`src/inc/async_mem_seq_consts.vh`:
```
// constants shared by the asynchronous memory access sequencer and its request fifo
`ifndef ASYNC_MEM_SEQ_CONSTS_VH
`define ASYNC_MEM_SEQ_CONSTS_VH

// number of asynchronous chip selects
`define NUM_CS 3
// width of every per-chip-select timing field, turnaround included
`define FLD_W 6
// external pin widths
`define EXT_ADDR_W 22
`define BANK_W 2
`define EXT_DATA_W 16
// request side widths
`define REQ_ADDR_W 24
`define WORD_W 32
`define CS_IDX_W 2
// request entry: {write, cs index, address, data}
`define REQ_W 59
`define REQ_WR_BIT 58
`define REQ_CS_LSB 56
`define REQ_ADDR_LSB 32
// request fifo depth and pointer width
`define FIFO_DEPTH 32
`define FIFO_AW 5
// beat counter and last beat for 16-bit and 8-bit devices
`define BEAT_W 2
`define LAST_BEAT_WIDE 2'h1
`define LAST_BEAT_NARROW 2'h3
// byte lane masks, active low
`define BE_WIDE 2'h0
`define BE_NARROW 2'h2
`define BE_OFF 2'h3
// one cycle of turnaround forced on a direction change with a zero field
`define TA_MIN 6'h01
`define CNT_ZERO 6'h00
`define CNT_ONE 6'h01

`endif

```
`src/verilog/req_fifo.v`:
```
// synchronous first-word-fall-through fifo holding queued memory requests
`timescale 1ns/10ps
`default_nettype none
`include "async_mem_seq_consts.vh"

module req_fifo #(
	parameter WIDTH = `REQ_W,
	parameter DEPTH = `FIFO_DEPTH,
	parameter AW = `FIFO_AW
) (
	// clock and reset
	input wire mclk,
	input wire nrst,
	// fill side
	input wire inValid,
	output reg inReady,
	input wire [WIDTH-1:0] inData,
	// drain side
	output wire outValid,
	input wire outReady,
	output wire [WIDTH-1:0] outData
);

	reg [WIDTH-1:0] mem [0:DEPTH-1];
	reg [AW-1:0] wrPtr;
	reg [AW-1:0] rdPtr;
	reg [AW:0] count;
	wire push;
	wire pop;
	reg [AW:0] next_count;

	assign push = inValid && inReady;
	assign pop = outValid && outReady;
	assign outValid = (count != {(AW+1){1'b0}});
	assign outData = mem[rdPtr];

	// occupancy after this cycle's push and pop
	always @* begin
		next_count = count;
		if (push && !pop) begin
			next_count = count + 1'b1;
		end else if (pop && !push) begin
			next_count = count - 1'b1;
		end
	end

	// storage has no reset, it is only read below the count
	always @(posedge mclk) begin
		if (push) begin
			mem[wrPtr] <= inData;
		end
	end

	// ready is registered so the upstream sees a clean flop
	always @(posedge mclk or negedge nrst) begin
		if (!nrst) begin
			wrPtr <= {AW{1'b0}};
			rdPtr <= {AW{1'b0}};
			count <= {(AW+1){1'b0}};
			inReady <= 1'b1;
		end else begin
			if (push) begin
				wrPtr <= wrPtr + 1'b1;
			end
			if (pop) begin
				rdPtr <= rdPtr + 1'b1;
			end
			count <= next_count;
			inReady <= (next_count != DEPTH[AW:0]);
		end
	end

endmodule
`default_nettype wire

```
`src/verilog/async_memory_access_sequencer.v`:
```
// sequencer running turnaround, setup, strobe and hold cycles to async sram or nor flash
`timescale 1ns/10ps
`default_nettype none
`include "async_mem_seq_consts.vh"

// Overview of operation
// - select-strobe bit set means select-strobe timing; lane masks act as byte enables
// - in select-strobe mode chip select is low only during strobe
// - start only when no higher task pends; wide requests run several beats
// - wait the chip select's turnaround count before setup
// - no turnaround between two reads or between two writes
// - direction change with zero turnaround field still costs one cycle
// - after turnaround recheck priority; abandon before setup if outranked
// - setup start loads setup, strobe, hold from read or write fields
// - select-strobe read drives address, bank and byte enables from setup
// - select-strobe read: select and output enable low through strobe only
// - read data captured on the edge ending strobe
// - memory wait input stretches strobe beyond its programmed count
// - write strobe high during reads, output enable high during writes
// - select-strobe write drives address, data, byte enables from setup
// - select-strobe write: select and write strobe low through strobe only
// - normal write drops write strobe and byte enables when strobe ends
// - hold end drops address and data; select-strobe drops byte enables
// - normal mode releases chip select after hold of the last beat, unless a request to the same select goes straight to setup
// - further beats go hold to setup, no turnaround, counts not reloaded
// - after the request go idle, or straight to the next request's turnaround or setup
// - select-strobe bit clear means normal timing; lane masks are byte enables
// - normal mode: select low from setup through hold
module async_memory_access_sequencer #(
	parameter FIFO_DEPTH = `FIFO_DEPTH,
	parameter FIFO_AW = `FIFO_AW
) (
	// clock and reset
	input wire mclk,
	input wire nrst,
	// request stream
	input wire reqValid,
	output wire reqReady,
	input wire reqWrite,
	input wire [`CS_IDX_W-1:0] reqCs,
	input wire [`REQ_ADDR_W-1:0] reqAddr,
	input wire [`WORD_W-1:0] reqData,
	// arbitration from the rest of the controller
	input wire higherTaskPending,
	// completion
	output reg [`WORD_W-1:0] rdData,
	output reg rdValid,
	output reg wrDone,
	// per chip select configuration, entry i at bits of index i
	input wire [`NUM_CS-1:0] cfgSelStrobe,
	input wire [`NUM_CS-1:0] cfgExtWait,
	input wire [`NUM_CS-1:0] cfgWide,
	input wire [`NUM_CS*`FLD_W-1:0] turnaround_cycles,
	input wire [`NUM_CS*`FLD_W-1:0] cfgRdSetup,
	input wire [`NUM_CS*`FLD_W-1:0] cfgRdStrobe,
	input wire [`NUM_CS*`FLD_W-1:0] cfgRdHold,
	input wire [`NUM_CS*`FLD_W-1:0] cfgWrSetup,
	input wire [`NUM_CS*`FLD_W-1:0] cfgWrStrobe,
	input wire [`NUM_CS*`FLD_W-1:0] cfgWrHold,
	// memory pins
	output reg [`NUM_CS-1:0] async_chip_select_n,
	output reg read_output_enable_n,
	output reg write_strobe_n,
	output reg [1:0] byte_lane_mask_n,
	output reg [`EXT_ADDR_W-1:0] external_address_bus,
	output reg [`BANK_W-1:0] bank_address_bus,
	input wire [`EXT_DATA_W-1:0] external_data_bus_in,
	output reg [`EXT_DATA_W-1:0] external_data_bus_out,
	output reg external_data_bus_oe,
	input wire memory_wait_input
);

	localparam [4:0] ST_IDLE = 5'h01;
	localparam [4:0] ST_TURN = 5'h02;
	localparam [4:0] ST_SETUP = 5'h04;
	localparam [4:0] ST_STROBE = 5'h08;
	localparam [4:0] ST_HOLD = 5'h10;

	// field of one chip select out of a packed per-select vector; index 3 gives zero
	function [`FLD_W-1:0] pickFld;
		input [`NUM_CS*`FLD_W-1:0] v;
		input [`CS_IDX_W-1:0] i;
		begin
			pickFld = (i < `NUM_CS) ? v[i*`FLD_W +: `FLD_W] : `CNT_ZERO;
		end
	endfunction

	// flag of one chip select; index 3 selects nothing
	function pickBit;
		input [`NUM_CS-1:0] v;
		input [`CS_IDX_W-1:0] i;
		begin
			pickBit = (i < `NUM_CS) ? v[i] : 1'b0;
		end
	endfunction

	// one-hot chip select line for an index
	function [`NUM_CS-1:0] csHot;
		input [`CS_IDX_W-1:0] i;
		begin
			csHot = (i < `NUM_CS) ? ({{(`NUM_CS-1){1'b0}}, 1'b1} << i) : {`NUM_CS{1'b0}};
		end
	endfunction

	// lanes of the word that one beat carries
	function [`EXT_DATA_W-1:0] laneData;
		input [`WORD_W-1:0] w;
		input [`BEAT_W-1:0] b;
		input wide;
		begin
			if (wide) begin
				laneData = b[0] ? w[31:16] : w[15:0];
			end else begin
				case (b)
					2'h0: laneData = {8'h00, w[7:0]};
					2'h1: laneData = {8'h00, w[15:8]};
					2'h2: laneData = {8'h00, w[23:16]};
					default: laneData = {8'h00, w[31:24]};
				endcase
			end
		end
	endfunction

	// request queue
	wire [`REQ_W-1:0] hEntry;
	wire hValid;
	reg pop;
	wire hWrite = hEntry[`REQ_WR_BIT];
	wire [`CS_IDX_W-1:0] hCs = hEntry[`REQ_WR_BIT-1:`REQ_CS_LSB];

	req_fifo #(
		.WIDTH(`REQ_W),
		.DEPTH(FIFO_DEPTH),
		.AW(FIFO_AW)
	) u_req_fifo (
		.mclk(mclk),
		.nrst(nrst),
		.inValid(reqValid),
		.inReady(reqReady),
		.inData({reqWrite, reqCs, reqAddr, reqData}),
		.outValid(hValid),
		.outReady(pop),
		.outData(hEntry)
	);

	// sequencer state and the request being served
	reg [4:0] state;
	reg [`FLD_W-1:0] cnt;
	reg [`BEAT_W-1:0] beat;
	reg [`REQ_W-1:0] cur;
	reg [`FLD_W-1:0] setupLd;
	reg [`FLD_W-1:0] strobeLd;
	reg [`FLD_W-1:0] holdLd;
	reg lastValid;
	reg lastWrite;
	reg [`WORD_W-1:0] rdWord;
	reg waitMeta;
	reg waitSync;

	reg [4:0] next_state;
	reg [`FLD_W-1:0] next_cnt;
	reg [`BEAT_W-1:0] next_beat;
	reg goSetup;
	reg tryStart;
	reg capture;
	reg done;

	wire curWrite = cur[`REQ_WR_BIT];
	wire [`CS_IDX_W-1:0] curCs = cur[`REQ_WR_BIT-1:`REQ_CS_LSB];
	wire curWide = pickBit(cfgWide, curCs);
	wire [`BEAT_W-1:0] lastBeat = curWide ? `LAST_BEAT_WIDE : `LAST_BEAT_NARROW;
	// a stretched strobe only while extended wait is enabled for this select
	wire stall = pickBit(cfgExtWait, curCs) && waitSync;

	// turnaround owed by the queue head; first access after reset pays the field
	wire [`FLD_W-1:0] hTa = pickFld(turnaround_cycles, hCs);
	wire sameDir = lastValid && (lastWrite == hWrite);
	wire [`FLD_W-1:0] taNeed = sameDir ? `CNT_ZERO :
		((lastValid && hTa == `CNT_ZERO) ? `TA_MIN : hTa);
	wire [`FLD_W-1:0] hSetup = hWrite ? pickFld(cfgWrSetup, hCs) : pickFld(cfgRdSetup, hCs);
	wire [`FLD_W-1:0] hStrobe = hWrite ? pickFld(cfgWrStrobe, hCs) : pickFld(cfgRdStrobe, hCs);
	wire [`FLD_W-1:0] hHold = hWrite ? pickFld(cfgWrHold, hCs) : pickFld(cfgRdHold, hCs);

	// next-state logic; a setup, strobe or hold value n lasts n+1 clocks, a turnaround value n lasts n clocks
	always @* begin
		next_state = state;
		next_cnt = cnt;
		next_beat = beat;
		goSetup = 1'b0;
		tryStart = 1'b0;
		capture = 1'b0;
		done = 1'b0;
		case (state)
			ST_IDLE: begin
				tryStart = 1'b1;
			end
			ST_TURN: begin
				if (cnt != `CNT_ONE) begin
					next_cnt = cnt - 1'b1;
				end else if (higherTaskPending) begin
					next_state = ST_IDLE;
				end else begin
					goSetup = 1'b1;
				end
			end
			ST_SETUP: begin
				if (cnt != `CNT_ZERO) begin
					next_cnt = cnt - 1'b1;
				end else begin
					next_state = ST_STROBE;
					next_cnt = strobeLd;
				end
			end
			ST_STROBE: begin
				if (cnt != `CNT_ZERO) begin
					next_cnt = cnt - 1'b1;
				end else if (!stall) begin
					capture = !curWrite;
					next_state = ST_HOLD;
					next_cnt = holdLd;
				end
			end
			ST_HOLD: begin
				if (cnt != `CNT_ZERO) begin
					next_cnt = cnt - 1'b1;
				end else if (beat != lastBeat) begin
					// beats left on either device width: next beat reuses the loaded counts
					next_beat = beat + 1'b1;
					next_state = ST_SETUP;
					next_cnt = setupLd;
				end else begin
					done = 1'b1;
					next_beat = {`BEAT_W{1'b0}};
					next_state = ST_IDLE;
					tryStart = 1'b1;
				end
			end
			default: begin
				next_state = ST_IDLE;
				next_cnt = `CNT_ZERO;
			end
		endcase
		// the head is only taken when nothing outranks it
		if (tryStart && hValid && !higherTaskPending) begin
			if (taNeed == `CNT_ZERO) begin
				goSetup = 1'b1;
			end else begin
				next_state = ST_TURN;
				next_cnt = taNeed;
			end
		end
		pop = goSetup;
		if (goSetup) begin
			next_state = ST_SETUP;
			next_cnt = hSetup;
		end
	end

	// pin values for the coming cycle, from next state and next request
	wire [`REQ_W-1:0] nCur = pop ? hEntry : cur;
	wire nWrite = nCur[`REQ_WR_BIT];
	wire [`CS_IDX_W-1:0] nCs = nCur[`REQ_WR_BIT-1:`REQ_CS_LSB];
	wire nWide = pickBit(cfgWide, nCs);
	wire nSs = pickBit(cfgSelStrobe, nCs);
	wire [`REQ_ADDR_W-1:0] nAddr = nCur[`REQ_WR_BIT-1-`CS_IDX_W:`REQ_ADDR_LSB];
	wire nAct = (next_state == ST_SETUP) || (next_state == ST_STROBE) || (next_state == ST_HOLD);
	wire nStb = (next_state == ST_STROBE);
	// 16-bit devices are addressed in halfwords, 8-bit in bytes
	wire [`REQ_ADDR_W-1:0] nBase = nWide ? {1'b0, nAddr[`REQ_ADDR_W-1:1]} : nAddr;
	wire [`REQ_ADDR_W-1:0] nUnit = nBase + {{(`REQ_ADDR_W-`BEAT_W){1'b0}}, next_beat};
	// select-strobe keeps the lanes for the whole access, normal writes only in strobe
	wire nMaskOn = nSs ? nAct : (nWrite ? nStb : nAct);
	wire [`NUM_CS-1:0] nCsOn = nSs ? {`NUM_CS{nStb}} : {`NUM_CS{nAct}};

	// two flops on the asynchronous wait pin before anything looks at it
	always @(posedge mclk or negedge nrst) begin
		if (!nrst) begin
			waitMeta <= 1'b0;
			waitSync <= 1'b0;
		end else begin
			waitMeta <= memory_wait_input;
			waitSync <= waitMeta;
		end
	end

	// sequencer registers, request latch and read assembly
	always @(posedge mclk or negedge nrst) begin
		if (!nrst) begin
			state <= ST_IDLE;
			cnt <= `CNT_ZERO;
			beat <= {`BEAT_W{1'b0}};
			cur <= {`REQ_W{1'b0}};
			setupLd <= `CNT_ZERO;
			strobeLd <= `CNT_ZERO;
			holdLd <= `CNT_ZERO;
			lastValid <= 1'b0;
			lastWrite <= 1'b0;
			rdWord <= {`WORD_W{1'b0}};
			rdData <= {`WORD_W{1'b0}};
			rdValid <= 1'b0;
			wrDone <= 1'b0;
		end else begin
			state <= next_state;
			cnt <= next_cnt;
			beat <= next_beat;
			if (pop) begin
				cur <= hEntry;
				setupLd <= hSetup;
				strobeLd <= hStrobe;
				holdLd <= hHold;
				lastValid <= 1'b1;
				lastWrite <= hWrite;
			end
			// sample the bus on the edge that closes the strobe
			if (capture) begin
				if (curWide) begin
					rdWord[{beat[0], 4'h0} +: `EXT_DATA_W] <= external_data_bus_in;
				end else begin
					rdWord[{beat, 3'h0} +: 8] <= external_data_bus_in[7:0];
				end
			end
			rdValid <= done && !curWrite;
			wrDone <= done && curWrite;
			if (done && !curWrite) begin
				rdData <= rdWord;
			end
		end
	end

	// pin register; everything parks inactive outside setup, strobe and hold
	always @(posedge mclk or negedge nrst) begin
		if (!nrst) begin
			async_chip_select_n <= {`NUM_CS{1'b1}};
			read_output_enable_n <= 1'b1;
			write_strobe_n <= 1'b1;
			byte_lane_mask_n <= `BE_OFF;
			external_address_bus <= {`EXT_ADDR_W{1'b0}};
			bank_address_bus <= {`BANK_W{1'b0}};
			external_data_bus_out <= {`EXT_DATA_W{1'b0}};
			external_data_bus_oe <= 1'b0;
		end else begin
			async_chip_select_n <= ~(csHot(nCs) & nCsOn);
			read_output_enable_n <= ~(nStb && !nWrite);
			write_strobe_n <= ~(nStb && nWrite);
			if (nMaskOn) begin
				byte_lane_mask_n <= nWide ? `BE_WIDE : `BE_NARROW;
			end else begin
				byte_lane_mask_n <= `BE_OFF;
			end
			if (nAct) begin
				external_address_bus <= nUnit[`EXT_ADDR_W-1:0];
				bank_address_bus <= nUnit[`REQ_ADDR_W-1:`EXT_ADDR_W];
			end else begin
				external_address_bus <= {`EXT_ADDR_W{1'b0}};
				bank_address_bus <= {`BANK_W{1'b0}};
			end
			// write data stands from setup to the end of hold
			if (nAct && nWrite) begin
				external_data_bus_out <= laneData(nCur[`WORD_W-1:0], next_beat, nWide);
				external_data_bus_oe <= 1'b1;
			end else begin
				external_data_bus_out <= {`EXT_DATA_W{1'b0}};
				external_data_bus_oe <= 1'b0;
			end
		end
	end

endmodule
`default_nettype wire

```
`config.mk`:
```
export PLATFORM = sky130hd
export DESIGN_NAME = async_memory_access_sequencer
export DESIGN_NICKNAME = d
export VERILOG_FILES = /design/src/verilog/req_fifo.v /design/src/verilog/async_memory_access_sequencer.v
export VERILOG_INCLUDE_DIRS = /design/src /design/src/inc
export SDC_FILE = /design/constraint.sdc
export NUM_CORES = 2
export LEC_CHECK = 0
export CORE_MARGIN = 2
export CORE_UTILIZATION = 30
export CTS_CLUSTER_DIAMETER = 30
export DETAILED_ROUTE_END_ITERATION = 10
export DONT_BUFFER_PORTS = 1
export SYNTH_ARGS = -nofsm -noshare
export SYNTH_HDL_FRONTEND = slang
export SYNTH_SLANG_ARGS = --single-unit
```
`constraint.sdc`:
```
create_clock -name mclk -period 5.3 [get_ports mclk]
set_input_delay 1.06 -clock mclk [delete_from_list [all_inputs] [get_ports mclk]]
set_output_delay 1.06 -clock mclk [all_outputs]
set_load 0.02 [all_outputs]
```
* Word level (Yosys, flattened, before mapping) *
Memory sizes are Yosys's and may differ from the RTL's.
Cells that the tools add are included.

operators by class
  magnitude comparators = 5
  equality and inequality tests = 14
  $mul = 1
  reduce and logical (&&, ||, !) cells = 26
  bitwise gates (word level) = 4
  divide/modulo/power cells = 0
  muxes and demuxes = 83
  shift-type cells = 12
  add/sub/neg operators = 9

operators with widths
  operator                   count
  $mux W6                    23
  $shiftx A18 B6 Y6          7
  $bwmux W32                 2
  $mux W59                   1
  $mux W16                   3
  $mux W5                    9
  $mux W32                   1
  $shift A16 B7 Y32 const A  1
  $shift A8 B7 Y32 const A   1
  $shiftx A16 B7 Y32         1
  $shiftx A8 B7 Y32          1
  $pmux W6 S5                1
  $pmux W5 S5                1
  $add A24 B2 Y24            1
  $mux W1                    24
  $mux W24                   1
  $pmux W8 S3                1
  $mux W22                   1
  $logic_and A1 B1 Y1        14
  $mux W2                    7
  $neg A5 Y7                 2
  $logic_not A6 Y1           2
  $reduce_bool A6 Y1         2
  $sub A6 B1 Y6 const B      2
  other kinds (27)           45

storage, ports and cells
  memories kept = 1
  bits in latches = 0
  input bits = 215
  bits in read-only memories = 0
  bits in registers = 225
  RAM bits = 1,888

memory list
  name            words  bits a word  read ports  clocked after memory_dff  write ports  line           source
  u_req_fifo.mem  32     59           1           0                         1            req_fifo.v:24  reg [WIDTH-1:0] mem [0:DEPTH-1];

* Longest topological paths before layout *
  word-level depth = 18
  mapped depth = 26
  gate-level depth less buffers = 19

* Modules after synthesis *
A second synthesis with hierarchy kept.

unflattened totals
  cells, all modules = 4,232
  area total of the unflattened synthesis = 84,353.4 um^2

modules (own cells, without submodules)
  module                         area an instance (um^2)  cells an instance  times used
  req_fifo                       72,828.6                 3,079              1
  async_memory_access_sequencer  11,524.8                 1,153              1

* Worst setup path after synthesis *
OpenSTA, ideal clock, no wires.

  path type = input -> register
  start = in turnaround_cycles[14]
  end = reg external_address_bus[10]
  buffers on the path = 3
  stages on the path = 19
  slack = 0.008 ns
  arrival = 5.155 ns
  library setup time = 0.136 ns
  cells stage by stage = or4_1 -> nor3_1 -> nand3_1 -> a32oi_4 -> and3_4 -> buf_6 -> o21ai_1 -> nand2_1 -> clkbuf_1 -> clkbuf_1 -> nand2_1 -> o21ai_0 -> ha_1 -> inv_1 -> fa_1 -> nand3b_1 -> or4_1 -> a32oi_1 -> a21oi_1

on the way
  cells in the longest elaborated chain, start to end = 16
  elaborated cells between the ends (all ways) = 25
  those cells by class = 1 x add/sub; 1 x order compare; 3 x eq/ne; 1 x shift; 14 x mux; 5 x reduce/logical

RTL lines
  what                                   line                                 source
  start: declaration                     async_memory_access_sequencer.v:53   input wire [`NUM_CS*`FLD_W-1:0] turnaround_cycles,
  $shiftx A18 B6 Y6 (*)                  async_memory_access_sequencer.v:84   pickFld = (i < `NUM_CS) ? v[i*`FLD_W +: `FLD_W] : `CNT_ZERO;
  $mux W6 (no source line) (*)           -
  $logic_not A6 Y1 (no source line)      -
  $logic_and A1 B1 Y1 (no source line)   -
  $mux W6 (*)                            async_memory_access_sequencer.v:179  ((lastValid && hTa == `CNT_ZERO) ? `TA_MIN : hTa);
  $mux W6 (*)                            async_memory_access_sequencer.v:178  wire [`FLD_W-1:0] taNeed = sameDir ? `CNT_ZERO :
  $logic_not A6 Y1 (no source line) (*)  -
  $mux W1                                async_memory_access_sequencer.v:245  if (taNeed == `CNT_ZERO) begin
  $mux W1                                async_memory_access_sequencer.v:244  if (tryStart && hValid && !higherTaskPending) begin
  $mux W59                               -
  $bmux W1 S2                            async_memory_access_sequencer.v:93   pickBit = (i < `NUM_CS) ? v[i] : 1'b0;
  $mux W1 (implied by the code)          async_memory_access_sequencer.v:93
  $mux W1                                async_memory_access_sequencer.v:93
  $mux W24                               async_memory_access_sequencer.v:269  wire [`REQ_ADDR_W-1:0] nBase = nWide ? {1'b0, nAddr[`REQ_ADDR_W-1:1]} : nAddr;
  $add A24 B2 Y24                        async_memory_access_sequencer.v:270  wire [`REQ_ADDR_W-1:0] nUnit = nBase + {{(`REQ_ADDR_W-`BEAT_W){1'b0}}, next_beat};
  $mux W22 (*)                           async_memory_access_sequencer.v:350  if (nAct) begin
  end signal: assignment                 async_memory_access_sequencer.v:337  external_address_bus <= {`EXT_ADDR_W{1'b0}};
  end signal: assignment                 async_memory_access_sequencer.v:351  external_address_bus <= nUnit[`EXT_ADDR_W-1:0];
  end signal: assignment                 async_memory_access_sequencer.v:354  external_address_bus <= {`EXT_ADDR_W{1'b0}};
  end: declaration                       async_memory_access_sequencer.v:65   output reg [`EXT_ADDR_W-1:0] external_address_bus,

Mark *: on every way between the ends. The rest lies on a longest branch, timed or not. The select of a mux whose other input is x is not followed.
A chain may end at the register's enable or synchronous reset.

* Worst setup path after layout *
  start = reg u_req_fifo.rdPtr[1]
  end = reg external_address_bus[10]

on the way
  cells in the longest elaborated chain, start to end = 18
  elaborated cells between the ends (all ways) = 30
  those cells by class = 1 x add/sub; 1 x mul; 2 x order compare; 4 x eq/ne; 1 x shift; 14 x mux; 6 x reduce/logical; 1 x memory

RTL lines
  what                                  line                                 source
  start: declaration                    req_fifo.v:26                        reg [AW-1:0] rdPtr;
  start signal: assignment              req_fifo.v:58                        rdPtr <= {AW{1'b0}};
  start signal: assignment              req_fifo.v:66                        rdPtr <= rdPtr + 1'b1;
  $mem_v2 Z32 W59 (*)                   -
  $mul A2 B2 Y4 (no source line)        -
  $shiftx A18 B6 Y6                     async_memory_access_sequencer.v:84
  $mux W6 (no source line)              -
  $logic_not A6 Y1 (no source line)     -
  $logic_and A1 B1 Y1 (no source line)  -
  $mux W6                               async_memory_access_sequencer.v:179
  $mux W6                               async_memory_access_sequencer.v:178
  (+2 left out)                         -
  $mux W1                               async_memory_access_sequencer.v:244
  $mux W59                              -
  $bmux W1 S2                           async_memory_access_sequencer.v:93
  $mux W1 (implied by the code)         async_memory_access_sequencer.v:93
  $mux W1                               async_memory_access_sequencer.v:93
  $mux W24                              async_memory_access_sequencer.v:269
  $add A24 B2 Y24                       async_memory_access_sequencer.v:270
  $mux W22 (*)                          async_memory_access_sequencer.v:350

Marks and branches as above.

==> impl_metrics.yaml <==
outcome:
  run_status: "finished with violations"
  violated_checks: "negative hold slack"
die:
  rows: 194
  ioPinCount: 298
  die_area_um2: 284000
  dieWidth_um: 533
  die_height_um: 533
  core-area_um2: 279000
  initial_core_util_pct: 30.1
timing:
  report.final.setup_viol: 0
  postLayoutSetupSlackWorst_ns: 0.316
  timing.final.crit_share_pct: 94.0
  final_max_slew_viol_count: 0
  final_hold_slack_ns: -0.125
  rsz0062_at_grt: "no"
  fmax_mhz: 201
  hold_viol: 216
  worst_slew_pin_slew_ns: 1.29
  final.min_clock_period_ns: 4.98
  fin_worst_skew_ns: 0.0966
  worst_slew_margin_rel_pct: 13.0
logic_synthesis:
  post_synth_mux_area_share_pct: 18.0
  synth_cell_type_count: 90
  synth_compound_gate_area_share_pct: 2.68
  postSynthCellCount: 4112
  synth_top_family_by_area: "multiplexers"
  synth.yosys.seq_area_share_pct: 74.2
  avg_synthesized_cell_area_um2: 20.4
  postSynth.topFlopCell: "edfxtp_1"
  synth_xor_xnor_area_share_pct: 0.322
  synthesized_area_fraction_occupied_by_and_or_nand_nor_cells_pct: 2.96
  warning_count_from_the_yosys_run: 0
  synthesis.nets: 4344
  synthesized_cell_area_um2: 84000
  ys_ff_latch: 2113
  post_synth_fa_ha_maj_area_fraction_pct: 0.262
  async_reset_ff_share_pct: 10.6
  number_of_enable_flip_flop_cells_after_synthesis: 1888
layout:
  final_layout_size_suffix_gt1_share_pct: 33.1
  layout.core_utilization_pct: 37.2
  flow.area_growth_from_synthesis_pct: 23.4
  layoutNonFillerInstCount: 8556
  fin_nets: 4731
clock_tree:
  tritoncts_num_sinks: 2113
  clockRootBuffer: "clkbuf_16"
  cts_tree: "built"
  clk_latency_ns: 0.98
  cts-buffers-inserted: 416
  cts_post_setup_buffers_inserted: 0
  cts.htree.levels: 5
  cts.path.max_buffers: 4
  cts.clk_slew.worst_paths_ns: 0.05
setup_path:
  criticalPathCategory: "flip-flop to flip-flop"
  crit_buf_inv: 3
  r2r_path_start: "u_req_fifo.rdPtr[1]$_DFFE_PN0P_"
  worst_path_max_delay_cell: "dfrtp_4"
  timing.critical_path.max_delay_family: "simple AND/OR/NAND/NOR gates"
  setup.worst_path.start: "u_req_fifo.rdPtr[1]$_DFFE_PN0P_"
  path_cells: "mux4_2 -> a22o_1 -> a211oi_2 -> or2_1 -> a32oi_4 -> and3_4 -> buf_4 -> nor3_1 -> nor2_2 -> nor2_1 -> a21o_1 -> buf_4 -> inv_1 -> fa_1 -> nand3b_1 -> or4_1 -> a32oi_1 -> a21oi_1"
  critPathArrivalTime_ns: 5.77
  critPathMaxFanout: 16
  crit_path_top_cell_by_count: "buf_4"
  cp_data_required_time_ns: 6.09
  start_kind: "flip-flop"
  critical_path.endpoint_type: "flip-flop"
  worst_path_largest_cell_delay_ns: 0.60
power:
  power.leakage_nw: 34.6
  intPower_mw: 44.1
  power.switching_mw: 18.0
  pwr-share-clk_pct: 41.8
  power.combinational.fraction_pct: 25.2
  ir_drop_v: 0.000418
  power_switching_share_pct: 29.0
  seqPwrFrac_pct: 33.0
  power_density_nw_per_um2: 599
grt:
  vias_in_the_first_global_route: 44600
  antenna_found_initial: 13
  grt_pass1_wl_um: 327000
  globalRoute.totalOverflow: 0
  grt_usage_pct: 15.8
  largest_net_degree_at_the_start_of_global_routing: 226
drt:
  final_antenna_net_count: 0
  drt_pre_antenna_iters: 5
  drtIter0Drc: 4727
  wl_um: 230000
  avgViaCountPerCell: 5.05
  remaining_drc_errors: 0
  drt-wirelength-per-cell_um: 26.9
  vias: 43200
placed_design:
  placed_cell_count: 7805
  routability_congestion: 0.842
  place.detailed.hpwl_um: 127000
  detailedPlace.worstSlack_ns: 0.0102
  place.port_buffers: 0
worst_hold_path:
  min_path_type: "input pin to asynchronous set/reset pin"
run:
  drv_cap: 0
## per-stage QoR
| step | setup TNS [ns] | power, mW | cell area [um^2] |
|---|---|---|---|
| 6_report | 0 | 62.1 | 104000 |
| 3_3_place_gp | -0.0428 | 36.4 | 89600 |
| 4_1_cts | 0 | 62.6 | 104000 |
| 5_1_grt | 0 | 64.4 | 104000 |
| 2_1_floorplan | 0 | 31.5 | 84000 |
| 3_5_place_dp | 0 | 36.5 | 89600 |
## state kept, by name, indices dropped and copies added, names as in the netlist, 6 cells and up
register / count
u_req_fifo.mem: 1888
rdData: 32
cur: 59
external_data_bus_out: 16
strobeLd: 6
holdLd: 6
u_req_fifo.count: 6
external_address_bus: 22
setupLd: 6
cnt: 6
rdWord: 32
## power by group through the flow
stage                     logic (mW)  registers [mW]  clock network (mW)
after floorplan                 11.1            20.4                   0
after global placement          15.7            20.7                   0
final                           15.7            20.5                25.9
after global routing            16.7            20.6                27.1
after detailed placement        15.8            20.8                   0
after CTS                       15.9            20.5                26.3
## final timing paths
kind	endpoint	slack [ns]	depth (start not counted)
hold / removal	cur[15]$_DFF_PN0_	-0.13	0
max in group asynchronous	rdWord[15]$_DFFE_PN0P_	4.97	0
hold reg to reg	waitSync$_DFF_PN0_	0.36	0
setup reg to reg	external_address_bus[10]$_DFF_PN0_	0.32	18
setup / recovery	external_address_bus[10]$_DFF_PN0_	0.32	18
min in group mclk	waitMeta$_DFF_PN0_	0.17	0
## cell usage in the layout, fill, tap and decap left out, types with 21 or more instances in the layout
cell and count:
nand2_1 114, nor2_4 33, o21ai_0 64, clkinvlp_4 44, mux4_2 566, clkinv_2 63
nor2_1 174, mux2i_1 135, clkinv_1 52, buf_12 27, clkbuf_16 419, bufinv_16 59
mux2_2 89, inv_1 63, a21oi_1 129, a22oi_1 22, buf_4 158, xnor2_1 21
clkbuf_1 33, clkinv_4 26, inv_6 29, dfrtp_1 212, nand3_1 50, nor3_1 27
edfxtp_1 1888
## per-layer routing
metal | track usage (%) | wire [um] | vias up
met5 | 0 | 31 | -
met4 | 4.87 | 5790 | 4
met3 | 4.30 | 19000 | 393
met2 | 26.2 | 114000 | 1889
met1 | 20.2 | 91400 | 23100
li1 | - | - | 17900
## repair_timing
action / CTS / global route
gates resized for setup: 0 / 1
hold endpoints to repair: 216 / 216
endpoints found under the setup margin: 0 / 1
## Yosys cell counts, types with 9 or more instances
master / instances / share of area (%)
ha_1: 16 / 0.24
mux2i_1: 135 / 1.6
nor3_1: 27 / 0.16
a21oi_1: 130 / 0.77
or3_1: 9 / 0.067
o21ai_0: 65 / 0.39
mux2_2: 89 / 1.2
nand2_1: 116 / 0.52
clkbuf_1: 87 / 0.39
o221ai_1: 9 / 0.094
nor2b_1: 9 / 0.067
a211o_1: 14 / 0.15
a211oi_1: 17 / 0.15
a22oi_1: 22 / 0.20
nand3_1: 51 / 0.30
xnor2_1: 22 / 0.23
inv_1: 64 / 0.29
a31oi_1: 10 / 0.074
a21o_1: 9 / 0.080
nand3b_1: 12 / 0.11
edfxtp_1: 1888 / 67
o31ai_1: 11 / 0.098
nor4_1: 9 / 0.067
nand4_1: 13 / 0.097
nor2_1: 208 / 0.93
dfrtp_1: 216 / 6.4
buf_1: 23 / 0.10
buf_4: 15 / 0.13
buf_6: 15 / 0.20
dfstp_2: 9 / 0.28
or2_2: 9 / 0.067
mux4_2: 566 / 15
buf_2: 76 / 0.45
## final cells by class
class | instances | area [um^2]
Antenna cell | 7 | 17.5
Clock buffer | 461 | 10700
Clock inverter | 283 | 3260
Fill cell | 25100 | 175000
Inverter | 68 | 265
Multi-Input combinational cell | 1715 | 20700
Sequential cell | 2113 | 62300
Tap cell | 3724 | 4660
Timing Repair Buffer | 185 | 1730
## cell families after synthesis
kind of cell               count (synthesis)
buffers and inverters                    284
muxes                                    792
AOI/OAI and AO/OA                        351
and+or+nand+nor                          525
xor gates and xnor gates                  30
DFF                                     2113
adders and majority gates                 17
Note: power is estimated with default switching activity, not from simulation.
